`config.mk`:
```
export PLATFORM = sky130hd
export DESIGN_NAME = afsc_host_flat
export DESIGN_NICKNAME = d
export VERILOG_FILES = /design/src/design/afsc_pkg.sv /design/src/design/afsc_link_if.sv /design/src/design/afsc_host.sv /design/src/flat_wrapper.sv
export VERILOG_INCLUDE_DIRS = /design/src /design/src/design
export SDC_FILE = /design/constraint.sdc
export NUM_CORES = 1
export LEC_CHECK = 0
export ABC_AREA = 0
export ABC_CLOCK_PERIOD_IN_PS = 5000
export BUFFER_PORTS_ARGS = -buffer_cell sky130_fd_sc_hd__buf_2
export CAP_MARGIN = 40
export CORE_UTILIZATION = 58
export DETAILED_ROUTE_END_ITERATION = 8
export GPL_TIMING_DRIVEN = 0
export PLACE_DENSITY = 0.95
export SYNTH_ARGS = -nofsm -noshare
export SYNTH_HDL_FRONTEND = slang
export SYNTH_SLANG_ARGS = --single-unit
```
`constraint.sdc`:
```
create_clock -name clock -period 5 [get_ports clock]
set_input_delay 0 -clock clock [delete_from_list [all_inputs] [get_ports clock]]
set_output_delay 0 -clock clock [all_outputs]
set_load 0.1 [all_outputs]
```
`src/design/afsc_cfg.svh`:
```
// Constants shared by both ends of the front-end source control link.
`ifndef AFSC_CFG_SVH
`define AFSC_CFG_SVH

`define AFSC_CFG_INDEX_W      2
`define AFSC_CFG_DATA_W       8
`define AFSC_IDX_SENSE        2'h0
`define AFSC_IDX_REFCTL       2'h1
`define AFSC_IDX_MAGNITUDE    2'h2
`define AFSC_IDX_ROUTE        2'h3
`define AFSC_BURNOUT_BIT      0
`define AFSC_REFSEL_LSB       0
`define AFSC_BRIDGE_BIT       3
`define AFSC_MAG_LSB          0
`define AFSC_ROUTE1_LSB       0
`define AFSC_ROUTE2_LSB       3
`define AFSC_SENSE_RESET      8'h00
`define AFSC_REFCTL_RESET     8'h00
`define AFSC_MAGNITUDE_RESET  8'h00
`define AFSC_ROUTE_RESET      8'h00
`define AFSC_CONV_CYCLES      1000
`define AFSC_EDGES_TO_SWITCH  2
`define AFSC_CLOCK_MHZ        100
`define AFSC_REF_SETTLE_US    25
`define AFSC_EXC_STARTUP_US   200
`define AFSC_OFS_COMMAND      32'h0000_0000
`define AFSC_OFS_SENSE        32'h0000_0004
`define AFSC_OFS_REFCTL       32'h0000_0008
`define AFSC_OFS_MAGNITUDE    32'h0000_000C
`define AFSC_OFS_ROUTE        32'h0000_0010
`define AFSC_OFS_STATUS       32'h0000_0014
`define AFSC_ST_EXTCLK_BIT    0
`define AFSC_ST_BUSY_BIT      1
`define AFSC_ST_DONE_BIT      2
`define AFSC_ST_REFOK_BIT     3
`define AFSC_ST_EXCOK_BIT     4
`define AFSC_ST_PEND_BIT      5

`endif

```
`src/design/afsc_pkg.sv`:
```
// Types shared by both ends of the front-end source control link.
package afsc_pkg;
	typedef enum logic [1:0] {
		REF_INTERNAL = 2'b00,
		REF_PAIR0    = 2'b01,
		REF_PAIR1    = 2'b10,
		REF_SUPPLY   = 2'b11
	} afsc_ref_type;

	typedef enum logic [1:0] {
		CMD_NONE  = 2'b00,
		CMD_START = 2'b01,
		CMD_SLEEP = 2'b10,
		CMD_RESET = 2'b11
	} afsc_cmd_type;

	typedef enum logic [1:0] {
		CLK_INTERNAL = 2'b00,
		CLK_ONE_EDGE = 2'b01,
		CLK_EXTERNAL = 2'b10
	} afsc_clk_type;
endpackage

```
`src/design/afsc_link_if.sv`:
```
// Link between the host controller and the converter front-end control.
`timescale 1ns/1ps
interface afsc_link_if;
	logic                 cfgWrite;
	logic [1:0]           cfgIndex;
	logic [7:0]           cfgData;
	logic                 cmdValid;
	afsc_pkg::afsc_cmd_type cmdCode;
	logic                 extClockActive;
	logic                 converting;
	logic                 convDone;

	modport device (input cfgWrite, input cfgIndex, input cfgData, input cmdValid,
		input cmdCode, output extClockActive, output converting, output convDone);
	modport host (output cfgWrite, output cfgIndex, output cfgData, output cmdValid,
		output cmdCode, input extClockActive, input converting, input convDone);
endinterface

```
`src/design/afsc_host.sv`:
```
// Host controller: AHB-Lite registers that drive the front-end control link.
//
// The AHB-Lite slave port and the address map are this design's own decisions.
`timescale 1ns/1ps
`include "afsc_cfg.svh"

module afsc_host #(
	parameter int EXC_STARTUP_CYCLES = `AFSC_EXC_STARTUP_US * `AFSC_CLOCK_MHZ
) (
	input  wire logic        clock,
	input  wire logic        reset,
	input  wire logic        hsel,
	input  wire logic [31:0] haddr,
	input  wire logic [1:0]  htrans,
	input  wire logic        hwrite,
	input  wire logic [2:0]  hsize,
	input  wire logic [31:0] hwdata,
	input  wire logic        hready,
	output logic             hreadyout,
	output logic             hresp,
	output logic [31:0]      hrdata,
	afsc_link_if.host        link
);
	localparam int REF_SETTLE_CYCLES = `AFSC_REF_SETTLE_US * `AFSC_CLOCK_MHZ;
	localparam int RW = $clog2(REF_SETTLE_CYCLES + 1);
	localparam int EW = $clog2(EXC_STARTUP_CYCLES + 1);

	logic              addrValid_q;
	logic              addrWrite_q;
	logic [31:0]       addrReg_q;
	logic              readWait_q;
	logic [31:0]       rdata_q;
	logic              wrPhase;
	logic [7:0]        shadow_q [4];
	logic              cmdWrite;
	afsc_pkg::afsc_cmd_type reqCmd;
	logic              pendStart_q;
	logic              asleep_q;
	logic [RW-1:0]     refCount_q;
	logic [EW-1:0]     excCount_q;
	logic              done_q;
	logic              cfgWr_q;
	logic [1:0]        cfgIdx_q;
	logic [7:0]        cfgDat_q;
	logic              cmdV_q;
	afsc_pkg::afsc_cmd_type cmd_q;
	logic              refOk;
	logic              excOk;
	logic              cfgHit;
	logic [1:0]        cfgSlot;

	always_ff @(posedge clock) begin
		if (reset) begin
			addrValid_q <= 1'b0;
			addrWrite_q <= 1'b0;
			addrReg_q   <= 32'h0000_0000;
		end else if (hready) begin
			addrValid_q <= hsel && htrans[1];
			addrWrite_q <= hwrite;
			addrReg_q   <= haddr;
		end
	end

	// Reads take one wait state so a read right after a write sees the new value.
	always_ff @(posedge clock) begin
		if (reset) begin
			readWait_q <= 1'b0;
		end else begin
			readWait_q <= addrValid_q && !addrWrite_q && !readWait_q;
		end
	end
	assign hreadyout = !(addrValid_q && !addrWrite_q && !readWait_q);
	assign hresp     = 1'b0;
	assign wrPhase   = addrValid_q && addrWrite_q;
	assign cfgHit    = addrReg_q >= `AFSC_OFS_SENSE && addrReg_q <= `AFSC_OFS_ROUTE
		&& addrReg_q[1:0] == 2'h0;
	assign cfgSlot   = 2'(addrReg_q[4:2] - 3'h1);
	assign cmdWrite  = wrPhase && addrReg_q == `AFSC_OFS_COMMAND;
	assign reqCmd    = afsc_pkg::afsc_cmd_type'(hwdata[1:0]);
	assign refOk     = refCount_q == '0;
	assign excOk     = excCount_q == '0;

	always_ff @(posedge clock) begin
		if (reset) begin
			for (int i = 0; i < 4; i++) begin
				shadow_q[i] <= 8'h00;
			end
		end else if (cmdWrite && reqCmd == afsc_pkg::CMD_RESET) begin
			for (int i = 0; i < 4; i++) begin
				shadow_q[i] <= 8'h00;
			end
		end else if (wrPhase && cfgHit) begin
			shadow_q[cfgSlot] <= hwdata[7:0];
		end
	end

	// Writes reach the device in bus order, so software that writes magnitude
	// before routing gets that order on the link too.
	always_ff @(posedge clock) begin
		if (reset) begin
			cfgWr_q  <= 1'b0;
			cfgIdx_q <= 2'h0;
			cfgDat_q <= 8'h00;
		end else begin
			cfgWr_q  <= wrPhase && cfgHit;
			cfgIdx_q <= cfgSlot;
			cfgDat_q <= hwdata[7:0];
		end
	end

	// A start is held back until both settling windows have run out.
	always_ff @(posedge clock) begin
		if (reset) begin
			pendStart_q <= 1'b0;
			cmdV_q      <= 1'b0;
			cmd_q       <= afsc_pkg::CMD_NONE;
		end else if (cmdWrite && reqCmd != afsc_pkg::CMD_NONE
			&& reqCmd != afsc_pkg::CMD_START) begin
			pendStart_q <= 1'b0;
			cmdV_q      <= 1'b1;
			cmd_q       <= reqCmd;
		end else if ((pendStart_q || (cmdWrite && reqCmd == afsc_pkg::CMD_START))
			&& refOk && excOk && !asleep_q) begin
			pendStart_q <= 1'b0;
			cmdV_q      <= 1'b1;
			cmd_q       <= afsc_pkg::CMD_START;
		end else begin
			pendStart_q <= pendStart_q || (cmdWrite && reqCmd == afsc_pkg::CMD_START);
			cmdV_q      <= 1'b0;
			cmd_q       <= afsc_pkg::CMD_NONE;
		end
	end

	// Leaving sleep restarts reference settling before the start goes out.
	always_ff @(posedge clock) begin
		if (reset) begin
			asleep_q <= 1'b0;
		end else if (cmdV_q && cmd_q == afsc_pkg::CMD_SLEEP) begin
			asleep_q <= 1'b1;
		end else if (asleep_q && pendStart_q) begin
			asleep_q <= 1'b0;
		end
	end

	always_ff @(posedge clock) begin
		if (reset || (cmdV_q && cmd_q == afsc_pkg::CMD_RESET)) begin
			refCount_q <= RW'(REF_SETTLE_CYCLES);
		end else if (asleep_q && pendStart_q) begin
			refCount_q <= RW'(REF_SETTLE_CYCLES);
		end else if (wrPhase && cfgHit && cfgSlot == `AFSC_IDX_REFCTL
			&& hwdata[1:0] == afsc_pkg::REF_INTERNAL
			&& shadow_q[`AFSC_IDX_REFCTL][1:0] != afsc_pkg::REF_INTERNAL) begin
			// Judged in the data phase, while the shadow still holds the old select.
			refCount_q <= RW'(REF_SETTLE_CYCLES);
		end else if (!refOk) begin
			refCount_q <= refCount_q - RW'(1);
		end
	end

	always_ff @(posedge clock) begin
		if (reset) begin
			excCount_q <= '0;
		end else if (cfgWr_q && cfgIdx_q == `AFSC_IDX_MAGNITUDE
			&& cfgDat_q[2:0] != 3'h0) begin
			excCount_q <= EW'(EXC_STARTUP_CYCLES);
		end else if (!excOk) begin
			excCount_q <= excCount_q - EW'(1);
		end
	end

	// Conversion-done flag: a new completion wins over a write-one clear.
	always_ff @(posedge clock) begin
		if (reset) begin
			done_q <= 1'b0;
		end else if (link.convDone) begin
			done_q <= 1'b1;
		end else if (wrPhase && addrReg_q == `AFSC_OFS_STATUS && hwdata[`AFSC_ST_DONE_BIT]) begin
			done_q <= 1'b0;
		end
	end

	always_ff @(posedge clock) begin
		if (reset) begin
			rdata_q <= 32'h0000_0000;
		end else if (addrValid_q && !addrWrite_q && !readWait_q) begin
			rdata_q <= 32'h0000_0000;
			if (cfgHit) begin
				rdata_q[7:0] <= shadow_q[cfgSlot];
			end else if (addrReg_q == `AFSC_OFS_STATUS) begin
				rdata_q[5:0] <= {pendStart_q, excOk, refOk, done_q,
					link.converting, link.extClockActive};
			end
		end
	end
	assign hrdata = rdata_q;

	assign link.cfgWrite = cfgWr_q;
	assign link.cfgIndex = cfgIdx_q;
	assign link.cfgData  = cfgDat_q;
	assign link.cmdValid = cmdV_q;
	assign link.cmdCode  = cmd_q;
endmodule

```
`src/flat_wrapper.sv`:
```
// flat-port wrapper written by rule: the top's interface ports become plain ports
module afsc_host_flat 
#(
	parameter int EXC_STARTUP_CYCLES = `AFSC_EXC_STARTUP_US * `AFSC_CLOCK_MHZ
)
  (clock, reset, hsel, haddr, htrans, hwrite, hsize, hwdata, hready, hreadyout, hresp, hrdata, link_cfgWrite, link_cfgIndex, link_cfgData, link_cmdValid, link_cmdCode, link_extClockActive, link_converting, link_convDone);
  afsc_link_if link_i ();
  input  wire logic clock;
  input  wire logic reset;
  input  wire logic hsel;
  input  wire logic [31:0] haddr;
  input  wire logic [1:0] htrans;
  input  wire logic hwrite;
  input  wire logic [2:0] hsize;
  input  wire logic [31:0] hwdata;
  input  wire logic hready;
  output logic hreadyout;
  output logic hresp;
  output logic [31:0] hrdata;
  output wire logic [$bits(link_i.cfgWrite)-1:0] link_cfgWrite;
  output wire logic [$bits(link_i.cfgIndex)-1:0] link_cfgIndex;
  output wire logic [$bits(link_i.cfgData)-1:0] link_cfgData;
  output wire logic [$bits(link_i.cmdValid)-1:0] link_cmdValid;
  output wire logic [$bits(link_i.cmdCode)-1:0] link_cmdCode;
  input wire logic [$bits(link_i.extClockActive)-1:0] link_extClockActive;
  input wire logic [$bits(link_i.converting)-1:0] link_converting;
  input wire logic [$bits(link_i.convDone)-1:0] link_convDone;
  assign link_cfgWrite = link_i.cfgWrite;
  assign link_cfgIndex = link_i.cfgIndex;
  assign link_cfgData = link_i.cfgData;
  assign link_cmdValid = link_i.cmdValid;
  assign link_cmdCode = link_i.cmdCode;
  assign link_i.extClockActive = link_extClockActive;
  assign link_i.converting = link_converting;
  assign link_i.convDone = link_convDone;
  afsc_host #(.EXC_STARTUP_CYCLES(EXC_STARTUP_CYCLES)) u_core (.clock(clock), .reset(reset), .hsel(hsel), .haddr(haddr), .htrans(htrans), .hwrite(hwrite), .hsize(hsize), .hwdata(hwdata), .hready(hready), .hreadyout(hreadyout), .hresp(hresp), .hrdata(hrdata), .link(link_i));
endmodule
```
After elaboration in Yosys (flattened, before gate mapping)
Memory sizes are Yosys's and may differ from the RTL's.
Cells that the tools add are included.
Word-level totals
  register bits: 87
  memory bits (writable): 32
  bits of input ports: 77
  output and inout port bits: 48
  logic and storage cells: 109
  memories: 1
Cells by class
  add/subtract/negate cells: 3
  $lt $le $gt $ge: 2
  equal/unequal tests: 9
  multiplexer cells: 29
  bitwise operators: 4
  reductions and logical operators: 45
Memories
  u_core.shadow_q: depth 4, bits a word 8, read ports 2, clocked after memory_dff 0, write ports 4, line afsc_host.sv:34  | logic [7:0] shadow_q [4];
Operator list (count)
  two-way mux 8 bit: 5
  equality test 32 x 5 -> 1 bit, second input constant: 1
  greater-or-equal comparator 32 x 3 -> 1 bit, second input constant: 1
  <= comparator 32 x 5 -> 1 bit, second input constant: 1
  logical NOT 32 bit: 1
  two-way mux 15 bit: 2
  logical AND 1 bit: 25
  two-way mux 1 bit: 17
  logical NOT 15 bit: 1
  subtractor 15 x 1 -> 15 bit, second input constant: 1
  logical NOT 12 bit: 1
  two-way mux 6 bit: 2
  subtractor 12 x 1 -> 12 bit, second input constant: 1
  equality test 2 bit, second input constant: 4
  nonzero test 2 bit: 4
  OR reduction 8 bit: 1
  two-way mux 2 bit: 3
  OR reduction 3 bit: 2
  equality test 2 x 1 -> 1 bit, second input constant: 2
  logical NOT 1 bit: 4
  logical NOT 2 bit: 2
  OR 1 bit: 4
  nonzero test 3 bit: 1
  logical OR 1 bit: 2
  4 further kinds: 4

Depth between registers and ports, before layout
  depth after elaboration: 10
  depth in mapped cells: 9
  depth with buffers taken out: 7

Worst setup path after synthesis
No wires, ideal clock.
  path kind: reg2reg
  start: register u_core.addrReg_q[2]
  end: memory u_core.shadow_q[0][0], enable pin
  library setup time: 326 ps
  data arrival time: 2209 ps
  required time: 4674 ps
  slack: 2466 ps
  stages on the path, launching flop included: 9
  buffers on the path: 2
  clock period less this slack: 2534 ps
  cells stage by stage: dfxtp_1 -> buf_1 -> inv_1 -> ha_1 -> nand2b_1 -> o211ai_1 -> nor4_2 -> buf_2 -> a21o_1
RTL lines
  start, declared: line afsc_host.sv:30  | logic [31:0] addrReg_q;
  start signal, assigned: line afsc_host.sv:60  | addrReg_q <= haddr;
  end, declared: line afsc_host.sv:34

==> flow_summary.yaml <==
global_route:
  grt_pass1_vias: 4579
  grt_pass1_wl_um: 23600
  grt_antenna_before_repair: 0
  grt_start_max_net_pins: 17
  grt_overflow: 0
  gr-usage-all-layers_pct: 32.4
clock_network:
  cts_buffers: 17
  ctsResizeCount: 0
  clock_path_buffers: 2
  clkSinkCount: 119
  clock-root-buffer: "clkbuf_8"
  h-tree-depth: 4
  clk_pin_slew_ps: 50
  cts_setup_buffers: 0
  insertion_delay_ps: 540
  cts_tree: "done"
worst_hold_path:
  holdPathEnd: "u_core.addrValid_q"
  worstHoldStart: "hready"
  min_path_type: "in2reg"
  min_path_cells: 3
timing:
  setup_viol: 0
  slew_headroom_pct: 37.3
  slew_viol_final: 0
  fin_skew_ps: 18.4
  tightest_slew_ps: 938
  setup_ws_ps: 1700
  period_needed_ps: 3300
  finalSetupTns_ps: 0
  hold_viol_final: 0
  hold_ws_ps: 99.3
  fmax_ghz: 0.303
  rsz0062_at_grt: "no"
  post-route-period-util_pct: 66.1
routing:
  via_per_inst: 5.80
  drt-pass1-iter-count: 5
  drc: 0
  antenna_left: 0
  avgRoutedWirePerCell_um: 19.0
  first_iter_violations: 323
  via_count: 4527
  routed_wl_um: 14800
die:
  pin_count: 125
  dieHeight_um: 97.4
  start_util_pct: 60.2
  die_x_um: 97.4
  fp.coreArea_um2: 8760
  rows: 34
  dieArea_um2: 9480
finish:
  drive_gt1_share_pct: 22.2
  stdcell_area_um2: 6920
  nFillCells: 500
  diodes: 0
  nets: 744
  areaGrowthSynthToFinish_pct: 31.2
pwr:
  power_mw: 3.12
  power_density_nw_per_um2: 451
  p_leak_nw: 2.97
  vdd.ir_drop.worst_mv: 0.242
yosys:
  yosysMostFrequentCell: "dfxtp_1"
  synth_seq_cells: 119
  yosys.area.top_type: "dfxtp_1"
  synthesis.area_um2: 5280
  synth_cells: 495
  synth-seq-area-share_pct: 51.2
  yosys-top-cells-area: "dfxtp_1 (33%), edfxtp_1 (18%), mux2i_1 (6.3%), nor2_1 (4.7%), and2_1 (3.6%)"
  synthDistinctLibCells: 59
  synth_edf_count: 32
  ys_warn_count: 0
  synth_top_area_share_pct: 33.0
  postSynth.asyncResetShare_pct: 0
  ys_top_cells_by_count: "dfxtp_1 (87), nor2_1 (66), mux2i_1 (33), edfxtp_1 (32), and2_1 (30)"
  synth_ff_type: "dfxtp_1"
  synth.avg_cell_area_um2: 10.7
critical_path:
  worst_r2r_path_depth: 8
  crit_arrival_ps: 3480
  cp_slowest_cell: "buf_1"
  slowest_delay_ps: 650
  path_max_fanout: 10
  r2r_end: "u_core.shadow_q[1][6]"
  critPathLaunchType: "register"
  crit_chain: "buf_1, inv_1, ha_1, nand2b_1, o211ai_1, nor4_2, buf_2, a21o_1"
  crit_buf_inv: 3
  cpLargestDelayFamily: "buffers and inverters"
  rrSetupSlack_ps: 1700
  timing.rr.start: "u_core.addrReg_q[2]"
  cp.required_ps: 5180
  endpoint_kind: "register"
  path_class: "reg2reg"
job:
  maxCapViolations: 0
outcome:
  status: "complete, no violations"
place:
  port_buffers: 70
  place_ws_ps: 1840
  gp_congestion: 0.830
  dpl-instance-area_um2: 5860
  hpwlAfterDp_um: 8320
==> flip-flops by register name (all words and copies together), names as in the netlist, 2 cells and up <==
name	cells
u_core.addrReg_q	32
u_core.shadow_q	32
u_core.excCount_q	15
u_core.refCount_q	12
u_core.hrdata	8
u_core.link.cfgData	8
u_core.link.cfgIndex	2
u_core.link.cmdCode	2
==> layer usage <==
| metal | routed length (µm) | global-route usage [%] | share of wire [%] |
|---|---|---|---|
| met4 | 927 | 21.8 | 6.2 |
| met5 | 0 | 0 | 0 |
| met1 | 5660 | 37.5 | 38 |
| met2 | 7130 | 52.9 | 48 |
| met3 | 1130 | 8.42 | 7.6 |
==> where the power goes <==
part | internal [mW] | total (mW) | switching (mW)
Sequential | 1.08 | 1.18 | 0.0962
Combinational | 0.298 | 0.777 | 0.479
Clock | 0.723 | 1.17 | 0.443
Total | 2.10 | 3.12 | 1.02
==> layout by cell type, fill, tap and decap left out, drive strengths merged, types with 4 or more instances in the layout <==
| master | netlist | final |
|---|---|---|
| dlygate4sd3 | 0 | 50 |
| clkbuf | 11 | 37 |
| inv | 9 | 10 |
| nand4 | 8 | 8 |
| edfxtp | 32 | 32 |
| nand3 | 17 | 17 |
| a211oi | 4 | 4 |
| and2 | 30 | 30 |
| xnor2 | 8 | 8 |
| nor3 | 16 | 16 |
| mux2i | 33 | 33 |
| nor2 | 66 | 66 |
| and4b | 4 | 4 |
| a21oi | 18 | 18 |
| nor4 | 13 | 13 |
| buf | 32 | 103 |
| and4 | 4 | 4 |
| a221oi | 4 | 4 |
| a21o | 4 | 4 |
| nor4b | 4 | 4 |
| ha | 8 | 8 |
| mux4 | 8 | 8 |
| clkinv | 1 | 6 |
| nand2 | 14 | 14 |
| dfxtp | 87 | 87 |
| conb | 1 | 25 |
| nor2b | 10 | 10 |
| nand2b | 7 | 7 |
| xor2 | 10 | 10 |
==> worst min-delay path, cell delays in order <==
cell and delay, ps:
clkbuf_1 240, nand2b_1 230, a21oi_1 110
==> through the flow <==
step,util (%),instances
after floorplan,-,519
after global placement,66.8,697
after detailed placement,66.8,698
after CTS,79.0,780
after global routing,79.0,780
final,79.0,780
==> worst max path at each step <==
stage                                   start                     to  slack [ps]  depth (start not counted)
final                     u_core.addrReg_q[2]  u_core.shadow_q[1][6]        1700                          8
after global placement    u_core.addrReg_q[2]  u_core.shadow_q[2][6]        1890                          8
after CTS                 u_core.addrReg_q[2]  u_core.shadow_q[2][0]        1750                          8
after detailed placement  u_core.addrReg_q[2]  u_core.shadow_q[2][6]        1840                          8
after floorplan           u_core.addrReg_q[2]  u_core.shadow_q[0][0]        2470                          8
after global routing      u_core.addrReg_q[2]  u_core.shadow_q[1][4]        1440                          8
==> timing repair <==
action / CTS / global route
hold endpoints to repair: 76 / 0
hold buffers: 50 / 0
setup endpoints to repair: 0 / 0
==> area by class of cell <==
type	count	area, µm²	share of cell area (%)
repair buffers	121	856	12.4
inverters	10	37.5	0.542
clock buffers	26	532	7.68
well taps	108	135	1.95
multi-input cells	347	2360	34.1
plain buffers	43	264	3.81
clock inverters	6	35.0	0.506
flip-flops and latches	119	2700	39.0
==> cells by family (layout without fill, tap and decap cells) <==
kind of cell | count (synthesis) | in the layout | share of synthesized area (%)
and+or+nand+nor | 209 | 209 | 22.5
DFF | 119 | 119 | 51.2
buffers and inverters | 53 | 206 | 5.71
AOI/OAI and AO/OA | 46 | 46 | 5.95
muxes | 41 | 41 | 9.68
xor gates and xnor gates | 18 | 18 | 2.99
adders and majority gates | 8 | 8 | 1.90
other | 1 | 25 | 0.0711
(Power assumes the default switching activity.)
